## config.mk

```make
export PLATFORM = sky130hd
export DESIGN_NAME = mpf_pwm_ctrl
export DESIGN_NICKNAME = d
export VERILOG_FILES = /design/src/core/mpf_pkg.sv /design/src/core/mpf_pwm_ctrl.sv
export SDC_FILE = /design/constraint.sdc
export NUM_CORES = 1
export LEC_CHECK = 0
export BUFFER_PORTS_ARGS = -buffer_cell sky130_fd_sc_hd__buf_2
export CAP_MARGIN = 20
export CELL_PAD_IN_SITES_DETAIL_PLACEMENT = 0
export CELL_PAD_IN_SITES_GLOBAL_PLACEMENT = 1
export CORE_UTILIZATION = 29
export DETAILED_ROUTE_END_ITERATION = 8
export GPL_ROUTABILITY_DRIVEN = 0
export GPL_TIMING_DRIVEN = 0
export PLACE_DENSITY_LB_ADDON = 0.08
export REMOVE_ABC_BUFFERS = 1
export SYNTH_ARGS = -nofsm -noshare
export SYNTH_HDL_FRONTEND = slang
export SYNTH_SLANG_ARGS = --single-unit
export TNS_END_PERCENT = 50
```

## constraint.sdc

```tcl
create_clock -name sys_clk_i -period 3.76 [get_ports sys_clk_i]
set_input_delay 0.188 -clock sys_clk_i [delete_from_list [all_inputs] [get_ports sys_clk_i]]
set_output_delay 0.188 -clock sys_clk_i [all_outputs]
set_load 0.02 [all_outputs]
```

## src/core/mpf_pkg.sv

```systemverilog
package mpf_pkg;
   // ****************************************
   // Register byte offsets
   // ****************************************
   localparam logic [7:0] A_CTRL = 8'h00;
   localparam logic [7:0] A_PWM_CONTROL_TWO = 8'h04;
   localparam logic [7:0] A_DEAD = 8'h08;
   localparam logic [7:0] A_DMAP = 8'h0C;
   localparam logic [7:0] A_FCTL = 8'h10;
   localparam logic [7:0] A_FSTAT = 8'h14;
   localparam logic [7:0] A_FCLR = 8'h18;
   localparam logic [7:0] A_MOUT = 8'h1C;
   localparam logic [7:0] A_MOD = 8'h20;
   localparam logic [7:0] A_VAL0 = 8'h24;
   localparam logic [7:0] A_CNT = 8'h3C;
   localparam logic [7:0] A_STEP = 8'h04;
   // ****************************************
   // Field positions and sizes
   // ****************************************
   localparam int C_EN = 0;
   localparam int C_LOAD_PERMISSION_BIT = 1;
   localparam int C_CTR = 2;
   localparam int C_CMP = 3;
   localparam int C_SWD = 4;
   localparam int CTRL_W = 5;
   localparam int P_PRS = 4;
   localparam logic [7:0] PWM_CONTROL_TWO_MASK = 8'h37;
   localparam logic [7:0] FCTL_MASK = 8'h33;
   localparam int F_AUT = 4;
   localparam int S_PIN = 4;
   localparam int M_OCTL = 6;
   localparam int CW = 12;
   localparam int NPWM = 6;
   localparam int NPAIR = 3;
   localparam int NFLT = 2;
   localparam logic [7:0] RST_BYTE = 8'h00;
   localparam logic [CW-1:0] RST_CNT = 12'h000;
   localparam logic [CW-1:0] CNT_ONE = 12'h001;
   localparam logic [2:0] DIV_ZERO = 3'h0;
   localparam logic [2:0] DIV_ONE = 3'h1;
endpackage : mpf_pkg

```

## src/core/mpf_pwm_ctrl.sv

```systemverilog
// Behaviour
// - pair select bit picks even or odd value
// - buffered select and prescaler read back buffer
// - prescaler codes divide clock by 1,2,4,8
// - new prescaler applies at cycle start after load
// - nonzero prescaler waits one cycle after enable
// - write-once dead time in clock cycles
// - write-once disable map selects disabled pins
// - per fault pin automatic or manual handling
// - irq enable gates interrupt only, not disabling
// - fault flag set within two cycles of rise
// - status shows present fault pin level
// - write one clears flag, clear reads zero
// - manual levels replace generator, counter keeps running
// - clearing manual enable reconnects generator at once
// - manual complementary odd pin forced low while even partner high
// - center cycle twice modulus, edge cycle modulus
// - one counter tick per clock unprescaled
//
// The AHB-Lite register port and the register offsets were decided locally.
`timescale 1ns/1ps
`default_nettype none
module mpf_pwm_ctrl (
   input wire logic sys_clk_i,
   input wire logic reset_n_i,
   input wire logic hsel_i,
   input wire logic [31:0] haddr_i,
   input wire logic [1:0] htrans_i,
   input wire logic hwrite_i,
   input wire logic [2:0] hsize_i,
   input wire logic [31:0] hwdata_i,
   input wire logic hready_i,
   output logic [31:0] hrdata_o,
   output logic hreadyout_o,
   output logic hresp_o,
   input wire logic [mpf_pkg::NFLT-1:0] fault_i,
   output logic [mpf_pkg::NPWM-1:0] pwm_o,
   output logic [mpf_pkg::NPWM-1:0] pwm_oe_n_o,
   output logic irq_o
);
   import mpf_pkg::*;

   // ****************************************
   // Bus slave
   // ****************************************
   logic wr_ff;
   logic [7:0] wa_ff;
   logic [31:0] rd_ff;
   logic acc;
   logic [31:0] rd_mux;

   assign acc = hsel_i & htrans_i[1] & hready_i & (haddr_i[31:8] == 24'h000000);
   assign hreadyout_o = 1'b1;
   assign hresp_o = 1'b0;
   assign hrdata_o = rd_ff;

   function automatic logic wr_en(input logic w, input logic [7:0] wa, input logic [7:0] a);
      wr_en = w & (wa == a);
   endfunction : wr_en
   function automatic logic [2:0] div_mask(input logic [1:0] p);
      div_mask = {p == 2'h3, p[1], p != 2'h0};
   endfunction : div_mask

   always_ff @(posedge sys_clk_i or negedge reset_n_i) begin
      if (!reset_n_i) begin
         wr_ff <= 1'b0;
         wa_ff <= RST_BYTE;
      end else begin
         wr_ff <= acc & hwrite_i;
         wa_ff <= haddr_i[7:0];
      end
   end

   // ****************************************
   // Register file
   // ****************************************
   logic [CTRL_W-1:0] ctrl_ff;
   logic [7:0] pwm_control_two_ff, dead_ff, dmap_ff, fctl_ff;
   logic dead_lk_ff, dmap_lk_ff;
   logic [M_OCTL:0] mout_ff;
   logic [CW-1:0] mod_ff, mod_act_ff, cnt_ff;
   logic [CW-1:0] val_ff [NPWM];
   logic [CW-1:0] val_act_ff [NPWM];
   logic [NPAIR-1:0] sel_act_ff;
   logic [1:0] prs_act_ff;
   logic [NFLT-1:0] flag_ff, pin_q_ff, fdis_ff;
   logic load, cyc_end, tick;
   logic [NFLT-1:0] clr, rise;

   assign load = ctrl_ff[C_LOAD_PERMISSION_BIT] & (cyc_end | ~ctrl_ff[C_EN]);
   always_ff @(posedge sys_clk_i or negedge reset_n_i) begin
      if (!reset_n_i) begin
         ctrl_ff <= '0;
      end else if (wr_en(wr_ff, wa_ff, A_CTRL)) begin
         ctrl_ff <= hwdata_i[CTRL_W-1:0];
      end else if (load) begin
         ctrl_ff[C_LOAD_PERMISSION_BIT] <= 1'b0;
      end
   end

   always_ff @(posedge sys_clk_i or negedge reset_n_i) begin
      if (!reset_n_i) begin
         pwm_control_two_ff <= RST_BYTE;
         fctl_ff <= RST_BYTE;
         mout_ff <= '0;
         mod_ff <= RST_CNT;
      end else begin
         if (wr_en(wr_ff, wa_ff, A_PWM_CONTROL_TWO)) pwm_control_two_ff <= hwdata_i[7:0] & PWM_CONTROL_TWO_MASK;
         if (wr_en(wr_ff, wa_ff, A_FCTL)) fctl_ff <= hwdata_i[7:0] & FCTL_MASK;
         if (wr_en(wr_ff, wa_ff, A_MOUT)) mout_ff <= hwdata_i[M_OCTL:0];
         if (wr_en(wr_ff, wa_ff, A_MOD)) mod_ff <= hwdata_i[CW-1:0];
      end
   end

   always_ff @(posedge sys_clk_i or negedge reset_n_i) begin
      if (!reset_n_i) begin
         dead_ff <= RST_BYTE;
         dead_lk_ff <= 1'b0;
      end else if (wr_en(wr_ff, wa_ff, A_DEAD) && !dead_lk_ff) begin
         dead_ff <= hwdata_i[7:0];
         dead_lk_ff <= 1'b1;
      end
   end

   always_ff @(posedge sys_clk_i or negedge reset_n_i) begin
      if (!reset_n_i) begin
         dmap_ff <= RST_BYTE;
         dmap_lk_ff <= 1'b0;
      end else if (wr_en(wr_ff, wa_ff, A_DMAP) && !dmap_lk_ff) begin
         dmap_ff <= hwdata_i[7:0];
         dmap_lk_ff <= 1'b1;
      end
   end

   always_ff @(posedge sys_clk_i or negedge reset_n_i) begin
      if (!reset_n_i) begin
         for (int i = 0; i < NPWM; i++) val_ff[i] <= RST_CNT;
      end else begin
         for (int i = 0; i < NPWM; i++) begin
            if (wr_en(wr_ff, wa_ff, A_VAL0 + 8'(i) * A_STEP)) val_ff[i] <= hwdata_i[CW-1:0];
         end
      end
   end

   // Active copies: values, modulus and prescaler on load; select at each cycle end or while disabled
   always_ff @(posedge sys_clk_i or negedge reset_n_i) begin
      if (!reset_n_i) begin
         mod_act_ff <= RST_CNT;
         prs_act_ff <= 2'h0;
         sel_act_ff <= '0;
         for (int i = 0; i < NPWM; i++) val_act_ff[i] <= RST_CNT;
      end else begin
         if (cyc_end | ~ctrl_ff[C_EN]) sel_act_ff <= pwm_control_two_ff[NPAIR-1:0];
         if (load) begin
            mod_act_ff <= mod_ff;
            prs_act_ff <= pwm_control_two_ff[P_PRS +: 2];
            for (int i = 0; i < NPWM; i++) val_act_ff[i] <= val_ff[i];
         end
      end
   end

   // ****************************************
   // Read path
   // ****************************************
   always_comb begin
      rd_mux = 32'h00000000;
      case (haddr_i[7:0])
         A_CTRL: rd_mux[CTRL_W-1:0] = ctrl_ff;
         A_PWM_CONTROL_TWO: rd_mux[7:0] = pwm_control_two_ff;
         A_DEAD: rd_mux[7:0] = dead_ff;
         A_DMAP: rd_mux[7:0] = dmap_ff;
         A_FCTL: rd_mux[7:0] = fctl_ff;
         A_FSTAT: rd_mux[7:0] = {2'h0, fault_i, 2'h0, flag_ff};
         A_FCLR: rd_mux = 32'h00000000;
         A_MOUT: rd_mux[M_OCTL:0] = mout_ff;
         A_MOD: rd_mux[CW-1:0] = mod_ff;
         A_CNT: rd_mux[CW-1:0] = cnt_ff;
         default: begin
            for (int i = 0; i < NPWM; i++) begin
               if (haddr_i[7:0] == A_VAL0 + 8'(i) * A_STEP) rd_mux[CW-1:0] = val_ff[i];
            end
         end
      endcase
   end

   always_ff @(posedge sys_clk_i or negedge reset_n_i) begin
      if (!reset_n_i) rd_ff <= 32'h00000000;
      else rd_ff <= (acc & ~hwrite_i) ? rd_mux : 32'h00000000;
   end

   // ****************************************
   // Prescaler and counter
   // ****************************************
   logic [2:0] div_ff;
   logic dn_ff, started_ff;

   assign tick = ctrl_ff[C_EN] & (div_ff == div_mask(prs_act_ff));
   assign cyc_end = tick & (ctrl_ff[C_CTR] ? (dn_ff & cnt_ff == CNT_ONE)
                                           : (cnt_ff == mod_act_ff - CNT_ONE));

   always_ff @(posedge sys_clk_i or negedge reset_n_i) begin
      if (!reset_n_i) div_ff <= DIV_ZERO;
      else if (tick | ~ctrl_ff[C_EN]) div_ff <= DIV_ZERO;
      else div_ff <= div_ff + DIV_ONE;
   end

   // Center counts 0 up to modulus and back; edge counts 0 to modulus-1
   always_ff @(posedge sys_clk_i or negedge reset_n_i) begin
      if (!reset_n_i) begin
         cnt_ff <= RST_CNT;
         dn_ff <= 1'b0;
      end else if (!ctrl_ff[C_EN]) begin
         cnt_ff <= RST_CNT;
         dn_ff <= 1'b0;
      end else if (tick) begin
         if (!ctrl_ff[C_CTR]) begin
            cnt_ff <= cyc_end ? RST_CNT : cnt_ff + CNT_ONE;
            dn_ff <= 1'b0;
         end else if (!dn_ff) begin
            cnt_ff <= cnt_ff + CNT_ONE;
            dn_ff <= (cnt_ff + CNT_ONE == mod_act_ff);
         end else begin
            cnt_ff <= cnt_ff - CNT_ONE;
            dn_ff <= !cyc_end;
         end
      end
   end

   always_ff @(posedge sys_clk_i or negedge reset_n_i) begin
      if (!reset_n_i) started_ff <= 1'b0;
      else if (!ctrl_ff[C_EN]) started_ff <= 1'b0;
      else if (prs_act_ff == 2'h0 || cyc_end) started_ff <= 1'b1;
   end

   // ****************************************
   // Faults and interrupt
   // ****************************************
   logic irq_ff;
   logic clr_ok, sw_dis_ff, dis_any;

   assign rise = fault_i & ~pin_q_ff;
   assign clr = {NFLT{wr_en(wr_ff, wa_ff, A_FCLR)}} & hwdata_i[NFLT-1:0];
   assign clr_ok = cyc_end | ~ctrl_ff[C_EN];
   assign dis_any = (|fdis_ff) | sw_dis_ff;

   always_ff @(posedge sys_clk_i or negedge reset_n_i) begin
      if (!reset_n_i) begin
         pin_q_ff <= '0;
         flag_ff <= '0;
      end else begin
         pin_q_ff <= fault_i;
         flag_ff <= (flag_ff & ~clr) | rise;
      end
   end

   // Auto faults release when pin is low, manual ones after flag clear; both wait for cycle end while running
   always_ff @(posedge sys_clk_i or negedge reset_n_i) begin
      if (!reset_n_i) begin
         fdis_ff <= '0;
      end else begin
         for (int i = 0; i < NFLT; i++) begin
            if (fault_i[i]) fdis_ff[i] <= 1'b1;
            else if (clr_ok && (fctl_ff[F_AUT + i] || !flag_ff[i])) fdis_ff[i] <= 1'b0;
         end
      end
   end

   always_ff @(posedge sys_clk_i or negedge reset_n_i) begin
      if (!reset_n_i) sw_dis_ff <= 1'b0;
      else if (ctrl_ff[C_SWD]) sw_dis_ff <= 1'b1;
      else if (clr_ok) sw_dis_ff <= 1'b0;
   end

   always_ff @(posedge sys_clk_i or negedge reset_n_i) begin
      if (!reset_n_i) irq_ff <= 1'b0;
      else irq_ff <= |(flag_ff & fctl_ff[NFLT-1:0]);
   end
   assign irq_o = irq_ff;
   // ****************************************
   // Output path
   // ****************************************
   logic [NPWM-1:0] pre, pwm_ff, oe_n_ff;
   logic [7:0] dt_ff [NPAIR];
   logic [NPAIR-1:0] top_q_ff;
   logic [NPAIR-1:0] top;
   logic octl, drive;

   assign octl = mout_ff[M_OCTL];
   assign drive = (ctrl_ff[C_EN] & started_ff) | octl;

   always_comb begin
      pre = '0;
      top = '0;
      for (int p = 0; p < NPAIR; p++) begin
         if (octl) top[p] = mout_ff[2*p];
         else if (sel_act_ff[p]) top[p] = cnt_ff < val_act_ff[2*p+1];
         else top[p] = cnt_ff < val_act_ff[2*p];
         if (!ctrl_ff[C_CMP]) begin
            pre[2*p] = octl ? mout_ff[2*p] : (cnt_ff < val_act_ff[2*p]);
            pre[2*p+1] = octl ? mout_ff[2*p+1] : (cnt_ff < val_act_ff[2*p+1]);
         end else if (dt_ff[p] == RST_BYTE && (top[p] == top_q_ff[p] || dead_ff == RST_BYTE)) begin
            pre[2*p] = top[p];
            pre[2*p+1] = octl ? (mout_ff[2*p+1] & ~top[p]) : ~top[p];
         end
      end
   end

   // Dead time covers the edge cycle itself and restarts on each edge of top
   always_ff @(posedge sys_clk_i or negedge reset_n_i) begin
      if (!reset_n_i) begin
         top_q_ff <= '0;
         for (int p = 0; p < NPAIR; p++) dt_ff[p] <= RST_BYTE;
      end else begin
         top_q_ff <= top;
         for (int p = 0; p < NPAIR; p++) begin
            if (top[p] != top_q_ff[p] && dead_ff != RST_BYTE) dt_ff[p] <= dead_ff - 8'h01;
            else if (dt_ff[p] != RST_BYTE) dt_ff[p] <= dt_ff[p] - 8'h01;
         end
      end
   end

   always_ff @(posedge sys_clk_i or negedge reset_n_i) begin
      if (!reset_n_i) begin
         pwm_ff <= '0;
         oe_n_ff <= '1;
      end else begin
         pwm_ff <= drive ? (pre & ~({NPWM{dis_any}} & dmap_ff[NPWM-1:0])) : '0;
         oe_n_ff <= {NPWM{~drive}};
      end
   end
   assign pwm_o = pwm_ff;
   assign pwm_oe_n_o = oe_n_ff;
endmodule : mpf_pwm_ctrl
`default_nettype wire

```

==> results of run 1 <==
## through the flow
step | TNS (ns) | util [%] | total power, W
3_3_place_gp | -1309.19 | 31.0 | 0.00443
4_1_cts | 0 | 34.4 | 0.00850
2_1_floorplan | -63.53 | - | 0.00409
3_5_place_dp | -75.68 | 31.6 | 0.00445
6_report | 0 | 34.5 | 0.00835
5_1_grt | -0.00242 | 34.5 | 0.00875
## cell families (layout without fill, tap and decap cells)
family,count (synthesis),count (layout),synth area share [%]
buffers and inverters,188,279,5.71
AOI/OAI and AO/OA,261,261,11.1
and+or+nand+nor,324,324,10.1
DFF,292,292,45.6
muxes,253,253,18.6
adders and majority gates,77,77,5.99
other,2,22,0.0468
xor gates and xnor gates,54,54,2.95
## cell usage in the layout, fill, tap and decap left out, drive strengths merged, types with 14 or more instances in the layout
master / Yosys / routed
a211oi: 15 / 15
a21oi: 60 / 60
a221oi: 16 / 16
a22oi: 19 / 19
a31oi: 15 / 15
buf: 47 / 92
clkbuf: 41 / 65
conb: 2 / 22
dfrtp: 291 / 291
ha: 76 / 76
inv: 100 / 100
mux2: 215 / 215
mux2i: 34 / 34
nand2: 75 / 75
nand3: 27 / 27
nor2: 81 / 81
nor3: 38 / 38
nor4: 14 / 14
o21ai: 47 / 47
xnor2: 36 / 36
xor2: 18 / 18
## routing by layer
layer	track usage, %	part of all wire (%)	vias to the layer above
met5	0	0	-
met4	5.94	2.9	0
met3	2.98	3.4	71
met2	29.8	46	188
met1	26.3	48	5845
li1	-	-	5382
## what timing repair did
action                     CTS  global route
resized for setup           16             4
buffers inserted             2             0
gates cloned                 0             1
hold buffers                12             0
setup endpoints to repair  114            48
hold endpoints to repair    93             0
pin swaps                    2             0
## path summary, 6_finish.rpt
kind	from	end	slack, ns
setup reg to reg	mod_act_ff[0]$_DFFE_PN0P_	val_act_ff[51]$_DFFE_PN0P_	0.17
hold / removal	hwdata_i[11]	val_ff[47]$_DFFE_PN0P_	0.03
hold reg to reg	pin_q_ff[1]$_DFF_PN0_	flag_ff[1]$_DFF_PN0_	0.44
max in group asynchronous	reset_n_i	wa_ff[3]$_DFF_PN0_	2.49
setup / recovery	mod_act_ff[0]$_DFFE_PN0P_	val_act_ff[51]$_DFFE_PN0P_	0.17
min in group asynchronous	reset_n_i	cnt_ff[7]$_DFFE_PN0N_	0.23
## power breakdown
| group | switching, W | total, W | internal [W] |
|---|---|---|---|
| Sequential | 0.000143 | 0.00344 | 0.00330 |
| Clock | 0.00145 | 0.00395 | 0.00249 |
| Combinational | 0.000549 | 0.000957 | 0.000407 |
## area by class of cell
class	count	area [sq um]
clock buffers	61	1220
clock inverters	9	145
fillers	5438	35500
inverters	100	375
multi-input cells	991	7990
flip-flops and latches	292	7320
well taps	696	871
repair buffers	109	818
## cell usage after synthesis, types with 7 or more instances
cell	number
a211oi_1	15
a21o_1	9
a21oi_1	58
a221oi_1	16
a22oi_1	19
a31oi_1	15
and2_1	9
and3_1	10
buf_1	8
buf_4	32
clkbuf_1	41
dfrtp_1	291
ha_1	76
inv_1	100
mux2_2	175
mux2_4	36
mux2i_1	34
nand2_1	75
nand2b_1	11
nand3_1	27
nand4_1	9
nor2_1	80
nor3_1	38
nor3b_1	10
nor4_1	14
o211ai_1	8
o21a_1	7
o21ai_0	46
o22ai_1	11
or3_1	11
xnor2_1	36
xor2_1	18
## flip-flops by register name (all words and copies together), names as in the netlist, 7 cells and up
register    cells
mod_act_ff     12
dt_ff          24
wa_ff           8
dmap_ff         8
mod_ff         12
cnt_ff         12
mout_ff         7
hrdata_o       12
val_ff         72
val_act_ff     72
dead_ff         8
==> results.txt, run 1 <==
number of enable flip-flop cells after synthesis: 0
CP required: 4.19 ns
insertion delay to the later sink of the worst-skew pair: 0.55 ns
mean post-synth cell area: 11.1 sq um
# placed instances: 2,171
total track usage: 18.9%
global-route wire length before repair: 78,800 um
Crit path depth: 11
area delta synth->final: 16.8%
Via Count: 11,500
worst ir drop on vdd: 0.264 mV
chip height: 237 um
Clock transition at path regs: 0.06 ns
distinct cell type count after synthesis: 76
drt total wl: 52,100 um
synth top area cells: dfrtp_1 45%, mux2_2 12%, ha_1 5.9%, mux2_4 3.4%, inv_1 2.3%
Reg2Reg Depth: 11
initial antenna violation count: 0
Critical Path AT: 4.02 ns
vias in the first global route: 11,800
hold slack: 0.0311 ns
Core Footprint: 0.0542 sq mm
wire per inst: 23.1 um
status: finished clean
Crit path largest cell delay: 0.53 ns
static leakage power: 8.41 nW
drt initial violations: 649
Setup-failing EPs final: 0
CTS Root Cell: clkbuf_16
CP top delay family: simple AND/OR/NAND/NOR gates
#FFs+latches synth: 292
Remaining Overflow, GRT: 0
hold depth: 2
Syn. warnings: 0
row cnt: 85
power per cell area: 445 mW/mm^2
Final nets: 1,684
Layout Cells excl Fill: 2,258
Worst Hold Class: input port to flip-flop
# clock sinks: 292
crit path time final: 3.59 ns
largest net degree at the start of global routing: 112
Max FO, Critical Path: 24
layout cell share with drive strength beyond 1: 25.9%
DRT antenna net count: 0
Die Footprint: 0.0563 sq mm
critical path, cell by cell: inv_1 > ha_1 > or4b_4 > xor2_1 > or4_1 > a21oi_2 > a41oi_4 > a21oi_4 > buf_12 > clkbuf_16 > mux2_4
fin area: 0.0187 sq mm
period utilization: 95.4%
Via-to-Cell Ratio: 5.09
Initial Util: 29.6%
# IOs: 123
Crit Path Class: flip-flop to flip-flop
endpoints failing hold: 0
DP Worst Slack: -1.17 ns
Post-Syn Area: 0.0160 sq mm
DRC viols: 0
Die Width: 237 um
CTS H-tree depth: 2
Slew HR: 23.6%
Seq/Total Area, Yosys: 45.6%
Inserted Diodes: 0
CTS max path bufs: 3
Primary FF master, synth: dfrtp_1
Max-Cap Viols: 0
Synth area leader: dfrtp_1
PortBufs: 76
setup ws final: 0.171 ns
Critical Path Slowest Stage Cell: or4b_4
Max Clock Freq: 279 MHz
Detailed Routing Iterations Pass 1: 5
Slew Limit Fails: 0
Placement Cell Area: 0.0171 sq mm
critical path startpoint category: flip-flop
Setup Skew: 0.0132 ns
buffers and inverters on the worst path: 3
CTS buffer count: 38
CTS tree: yes
Slew @ Worst Pin: 1.14 ns
type of destination of the critical path: flip-flop
post-synth top area share: 45.4%
HPWL Detailed: 37,100 um
share of flip-flops with an asynchronous set or reset: 100%
Gate Count Post-Synth: 1,451
Note: power is estimated with default switching activity, not from simulation.
==> run 2: changes to the inputs <==
Settings changed: CORE_UTILIZATION 29 to 24.
==> run 2 against run 1 <==
Effect of this change: critical path type unchanged; largest cell class unchanged; the run now ends with design-rule violations left; highest routed layer is now met5; global-route usage is 2.3 points lower; maximum frequency shrank 0.78%; critical endpoint is now val_act_ff[22]$_DFFE_PN0P_; clock skew rose by 0.011 ns.
==> results.txt, run 2 (synthesized netlist as in run 1, its figures left out) <==
Top Registers: val_act_ff: 72 flops, val_ff: 72 flops, dt_ff: 24 flops
insertion delay to the later sink of the worst-skew pair: 0.56 ns (about the same)
endpoints failing hold: 0 (unchanged)
RSZ-0062 raised after global routing: no
critical path startpoint category: flip-flop
CP top delay family: simple AND/OR/NAND/NOR gates
Util after Layout: 28.6% (-5.9 points)
CTS tree: yes
Clock transition at path regs: 0.06 ns (about the same)
highest-count cells in the layout ignoring fill and taps: 283 x dfrtp_1, 175 x mux2_2, 100 x inv_1
period utilization: 96.2% (+0.75 points)
PortBufs: 76 (unchanged)
Worst Hold Class: input port to flip-flop
# IOs: 123 (unchanged)
row cnt: 94 (+11%)
power per cell area: 427 mW/mm^2 (-4.2%)
worst ir drop on vdd: 0.253 mV (-4.2%)
setup ws final: 0.143 ns (-0.0283 ns)
WL met3: 1390 um (-21%)
global-route wire length before repair: 81,700 um (+3.6%)
drt initial violations: 693 (+6.8%)
DRC viols: 18 (+18)
WL met2: 26,400 um (+11%)
area delta synth->final: 17.7%
vias in the first global route: 11,600 (-1.9%)
# placed instances: 2,346 (+8.1%)
CTS H-tree depth: 2 (unchanged)
Via-to-Cell Ratio: 4.72 (-7.2%)
failing checks: design-rule violations
Total Power: 0.00806 W (-3.4%)
type of destination of the critical path: flip-flop
Remaining Overflow, GRT: 0 (unchanged)
initial antenna violation count: 1 (+1)
Crit path largest cell delay: 0.53 ns (about the same)
Max Clock Freq: 276 MHz (-0.78%)
buffers and inverters on the worst path: 3 (unchanged)
layout cell share with drive strength beyond 1: 26.1% (+0.16 points)
Crit Path Class: flip-flop to flip-flop
CP required: 4.20 ns (about the same)
Max-Cap Viols: 0 (unchanged)
chip height: 261 um (+9.8%)
Layout Cells excl Fill: 2,430 (+7.6%)
Detailed Routing Iterations Pass 1: 9 (+4)
Critical Path Slowest Stage Cell: or4b_4
Die Width: 261 um (+9.8%)
drt total wl: 55,200 um (+6.0%)
Setup-failing EPs final: 0 (unchanged)
Core Footprint: 0.0660 sq mm (+22%)
Critical Path AT: 4.06 ns (+0.04 ns)
Setup Skew: 0.0245 ns (+0.0113 ns)
wire per inst: 22.7 um (-1.5%)
DR top layer: met5
Final nets: 1,690 (+0.36%)
# clock sinks: 292 (unchanged)
Via Count: 11,500 (-0.11%)
static leakage power: 8.38 nW (-0.31%)
commonest non-fill, non-tap cell in the layout: dfrtp_1
crit path time final: 3.62 ns (+0.0283 ns)
status: complete, but fails checks
CTS Root Cell: clkbuf_16
DRT antenna net count: 0 (unchanged)
met1 wire length: 26,200 um (+5.0%)
DP Worst Slack: -1.13 ns (+0.0378 ns)
Initial Util: 24.3% (-5.3 points)
Slew Limit Fails: 0 (unchanged)
Die Footprint: 0.0679 sq mm (+21%)
Max FO, Critical Path: 20 (-17%)
Slew HR: 26.5% (+3.0 points)
largest net degree at the start of global routing: 94 (-16%)
Slew @ Worst Pin: 1.10 ns (-0.0442 ns)
CTS max path bufs: 3 (unchanged)
total track usage: 16.6% (-2.3 points)
CTS buffer count: 38 (unchanged)
most used cell, CP: buf_12
HPWL Detailed: 40,200 um (+8.3%)
critical path, cell by cell: inv_1 > ha_1 > or4b_4 > xor2_1 > or4_1 > a21oi_2 > a41oi_4 > a21oi_4 > buf_12 > buf_12 > mux2_2
-- run 2: cell types whose count changed in the layout (fill, tap and decap cells not counted), moves of 2 or more --
cell / delta
diode_2: +2
clkbuf_16: -3
buf_2: +2
clkbuf_2: -2
dfrtp_1: -2
buf_12: +2
bufinv_16: -3
buf_4: +4
dfrtp_2: +2
-- run 2: area by class of cell --
cell class / instances / area, sq um
flip-flops and latches: 292 / 7320
clock buffers: 57 / 1150
clock inverters: 9 / 76.3
repair buffers: 115 / 896
fillers: 6821 / 47100
inverters: 100 / 375
diodes: 2 / 5.00
multi-input cells: 991 / 7980
well taps: 864 / 1080
-- run 2: timing repair --
item	4_1_cts	5_1_grt
resized for setup	13	7
hold buffers	12	0
pin swaps	0	2
buffers inserted	3	0
hold endpoints to repair	73	0
setup endpoints to repair	116	77
-- run 2: stage by stage --
| stage | setup TNS (ns) | instance area, sq um | hold slack, ns |
|---|---|---|---|
| after CTS | 0 | 18900 | 0.0117 |
| after detailed placement | -90.77 | 17400 | 0.153 |
| after floorplan | -63.53 | 15600 | -0.108 |
| final | 0 | 18900 | 0.0296 |
| after global placement | -1381.14 | 17000 | 0.343 |
| after global routing | 0 | 18900 | 0.0429 |
-- run 2: worst paths after layout --
| kind | end | startpoint | slack (ns) | cells after the start |
|---|---|---|---|---|
| worst max register to register | val_act_ff[22]$_DFFE_PN0P_ | mod_act_ff[0]$_DFFE_PN0P_ | 0.14 | 11 |
| worst min-delay path | pwm_control_two_ff[5]$_DFFE_PN0P_ | hwdata_i[5] | 0.03 | 3 |
| min in group asynchronous | cnt_ff[7]$_DFFE_PN0N_ | reset_n_i | 0.16 | 2 |
| max in group asynchronous | val_act_ff[27]$_DFFE_PN0P_ | reset_n_i | 2.37 | 4 |
| worst min register to register | flag_ff[0]$_DFF_PN0_ | pin_q_ff[0]$_DFF_PN0_ | 0.44 | 1 |
| worst max-delay path | val_act_ff[22]$_DFFE_PN0P_ | mod_act_ff[0]$_DFFE_PN0P_ | 0.14 | 11 |
-- run 2: layer usage --
metal	vias up	track usage, %
met2	194	27.5
met1	5826	22.6
met3	61	1.84
met5	-	0
li1	5390	-
met4	2	4.73
-- run 2: worst register-to-register path: stages (launching register included) --
cell and delay [ns]:
dfrtp_1 0.46, inv_1 0.14, ha_1 0.23, or4b_4 0.53, xor2_1 0.18, or4_1 0.47
a21oi_2 0.21, a41oi_4 0.26, a21oi_4 0.30, buf_12 0.18, buf_12 0.21, mux2_2 0.37
-- run 2: where the power goes --
| part | leakage (nW) | internal, W | total (W) | switching [W] |
|---|---|---|---|---|
| sequential | 3.83 | 0.00330 | 0.00344 | 0.000143 |
| combinational | 3.94 | 0.000410 | 0.000968 | 0.000558 |
| clock | 0.610 | 0.00218 | 0.00365 | 0.00147 |
==> run 3: changes to the inputs <==
Settings changed: PLACE_DENSITY_LB_ADDON 0.08 to 0.05.
==> run 3 against run 2 <==
Effect of this change: the flow still finishes with violations (design-rule violations); critical path depth rose by 1; maximum frequency fell by 0.86%; first-iteration DRC count fell by 29%; hold slack got worse by 0.0032 ns; combinational power rose by 0.8%; count of clock-buffer cells in the layout rose by 3; critical path type unchanged; critical endpoint is now val_act_ff[7]$_DFFE_PN0P_; cell count rose by 0.12%; wire length rose by 2.4%; sequential share of layout area fell by 0.073 points; highest routed layer is now met4; clock power rose by 2%; sequential power barely moved.
==> results.txt, run 3 (synthesized netlist as in run 1, its figures left out) <==
status: complete, but fails checks
failing checks: design-rule violations
CTS tree: yes
Max FO, Critical Path: 30 (+50%)
crit path time final: 3.65 ns (+0.0313 ns)
Detailed Routing Iterations Pass 1: 7 (-2)
# clock sinks: 292 (unchanged)
Clock transition at path regs: 0.06 ns (about the same)
Die Width: 261 um (unchanged)
drt initial violations: 493 (-29%)
Worst Hold Class: input port to flip-flop
Critical Path AT: 4.10 ns (+0.04 ns)
Reg2Reg Setup Slack: 0.11 ns (-0.03 ns)
r2r endpoint: val_act_ff[7]$_DFFE_PN0P_
global-route wire length before repair: 83,800 um (+2.7%)
HPWL Detailed: 41,300 um (+2.8%)
Die Footprint: 0.0679 sq mm (unchanged)
static leakage power: 8.39 nW (about the same)
hold depth: 2 (-1)
power per cell area: 430 mW/mm^2 (+0.79%)
PortBufs: 76 (unchanged)
Core Footprint: 0.0660 sq mm (unchanged)
Remaining Overflow, GRT: 0 (unchanged)
CTS H-tree depth: 2 (unchanged)
setup ws final: 0.112 ns (-0.0313 ns)
row cnt: 94 (unchanged)
wire per inst: 23.2 um (+2.3%)
CTS buffer count: 39 (+2.6%)
critical path startpoint category: flip-flop
Via-to-Cell Ratio: 4.68 (-0.92%)
DRC viols: 20 (+2)
DRT antenna net count: 0 (unchanged)
Initial Util: 24.3% (unchanged)
# IOs: 123 (unchanged)
layout cell share with drive strength beyond 1: 26.3% (+0.25 points)
area delta synth->final: 18.0%
fillers: 6,816 (-0.073%)
Min-Delay Endpoint: val_ff[35]$_DFFE_PN0P_
Setup Skew: 0.0240 ns (-0.000512 ns)
Layout Cells excl Fill: 2,433 (+0.12%)
Max Clock Freq: 274 MHz (-0.86%)
# placed instances: 2,347 (+0.043%)
Top Registers: val_act_ff: 72 flops, val_ff: 72 flops, dt_ff: 24 flops
Final nets: 1,692 (+0.12%)
CTS Root Cell: clkbuf_16
Setup-failing EPs final: 0 (unchanged)
Slew @ Worst Pin: 1.10 ns (+0.00677 ns)
vias in the first global route: 11,800 (+2.0%)
Reg2Reg Depth: 12 (+1)
initial antenna violation count: 3 (+2)
worst ir drop on vdd: 0.256 mV (+1.1%)
drt total wl: 56,500 um (+2.4%)
Slew Limit Fails: 0 (unchanged)
CTS max path bufs: 3 (unchanged)
endpoints failing hold: 0 (unchanged)
total track usage: 17.1% (+0.50 points)
CP required: 4.21 ns (about the same)
RSZ-0062 raised after global routing: no
worst r2r src: mod_act_ff[0]$_DFFE_PN0P_
hold slack: 0.0264 ns (-0.00323 ns)
highest-count cells in the layout ignoring fill and taps: 279 x dfrtp_1, 175 x mux2_2, 100 x inv_1
Crit Path Class: flip-flop to flip-flop
period utilization: 97.0% (+0.83 points)
largest net degree at the start of global routing: 93 (-1.1%)
Max-Cap Viols: 0 (unchanged)
Via Count: 11,400 (-0.79%)
DP Worst Slack: -1.63 ns (-0.502 ns)
hold wc startpoint: hwdata_i[11]
type of destination of the critical path: flip-flop
commonest non-fill, non-tap cell in the layout: dfrtp_1
chip height: 261 um (unchanged)
insertion delay to the later sink of the worst-skew pair: 0.57 ns (about the same)
Slew HR: 26.1% (-0.45 points)
-- run 3: changes by cell type in the layout (fill, tap and decap cells not counted), sizes merged --
cell           change
clkbuf             +3
clkdlybuf4s18      +1
diode              -1
-- run 3: how the worst max path moves through the flow --
| stage | cells after the start | slack, ns | to | from |
|---|---|---|---|---|
| floorplan | 9 | -0.78 | mod_act_ff[11]$_DFFE_PN0P_ | mod_act_ff[0]$_DFFE_PN0P_ |
| global placement | 1 | -4.00 | wa_ff[0]$_DFF_PN0_ | reset_n_i |
| detailed placement | 11 | -1.63 | val_act_ff[10]$_DFFE_PN0P_ | cnt_ff[4]$_DFFE_PN0N_ |
| CTS | 13 | 0.02 | val_act_ff[10]$_DFFE_PN0P_ | mod_act_ff[0]$_DFFE_PN0P_ |
| global route | 12 | 0.02 | val_act_ff[20]$_DFFE_PN0P_ | mod_act_ff[0]$_DFFE_PN0P_ |
| finish | 12 | 0.11 | val_act_ff[7]$_DFFE_PN0P_ | mod_act_ff[0]$_DFFE_PN0P_ |
-- run 3: what timing repair did --
| action | in CTS | in global routing |
|---|---|---|
| buffers inserted | 3 | 1 |
| hold buffers | 12 | 0 |
| resized for setup | 19 | 6 |
| pin swaps | 2 | 3 |
| setup endpoints to repair | 116 | 31 |
| endpoints found under the hold margin | 79 | 0 |
-- run 3: per-layer routing --
| metal | routed length [um] | global-route usage [%] |
|---|---|---|
| met1 | 27200 | 23.6 |
| met2 | 26800 | 27.8 |
| met3 | 1490 | 2.37 |
| met4 | 1100 | 4.32 |
| met5 | 0 | 0 |
-- run 3: area by class of cell --
cell class	count	area (sq um)	area share, %
sequential	292	7320	38.7
multi-input combinational	991	7990	42.2
inverter	100	375	1.98
timing repair buffer	116	900	4.75
antenna	1	2.50	0.0132
tap	864	1080	5.71
clock buffer	60	1180	6.21
clock inverter	9	87.6	0.463
-- run 3: power breakdown --
| group | internal [W] | total (W) | leakage, nW | switching, W |
|---|---|---|---|---|
| Clock | 0.00222 | 0.00372 | 0.622 | 0.00151 |
| Sequential | 0.00330 | 0.00345 | 3.82 | 0.000147 |
| Combinational | 0.000410 | 0.000976 | 3.94 | 0.000566 |
| Total | 0.00593 | 0.00815 | 8.39 | 0.00222 |
-- run 3: worst max-delay path, stage by stage, from the launching register on --
cell and delay, ns:
dfrtp_2 0.45, inv_1 0.11, ha_2 0.22, or4b_4 0.52, xor2_1 0.18, or4_1 0.47
a21oi_2 0.19, a41oi_4 0.21, a21oi_4 0.26, buf_16 0.14, buf_16 0.16, buf_16 0.24
mux2_2 0.37
-- run 3: per-stage QoR --
step / total power, W / util, % / cell area, sq um / TNS [ns]
2_1_floorplan: 0.00409 / - / 15600 / -63.53
3_3_place_gp: 0.00446 / 25.8 / 17000 / -1439.33
3_5_place_dp: 0.00448 / 26.4 / 17400 / -109.83
4_1_cts: 0.00830 / 28.7 / 18900 / 0
5_1_grt: 0.00858 / 28.7 / 18900 / 0
6_report: 0.00815 / 28.7 / 18900 / 0
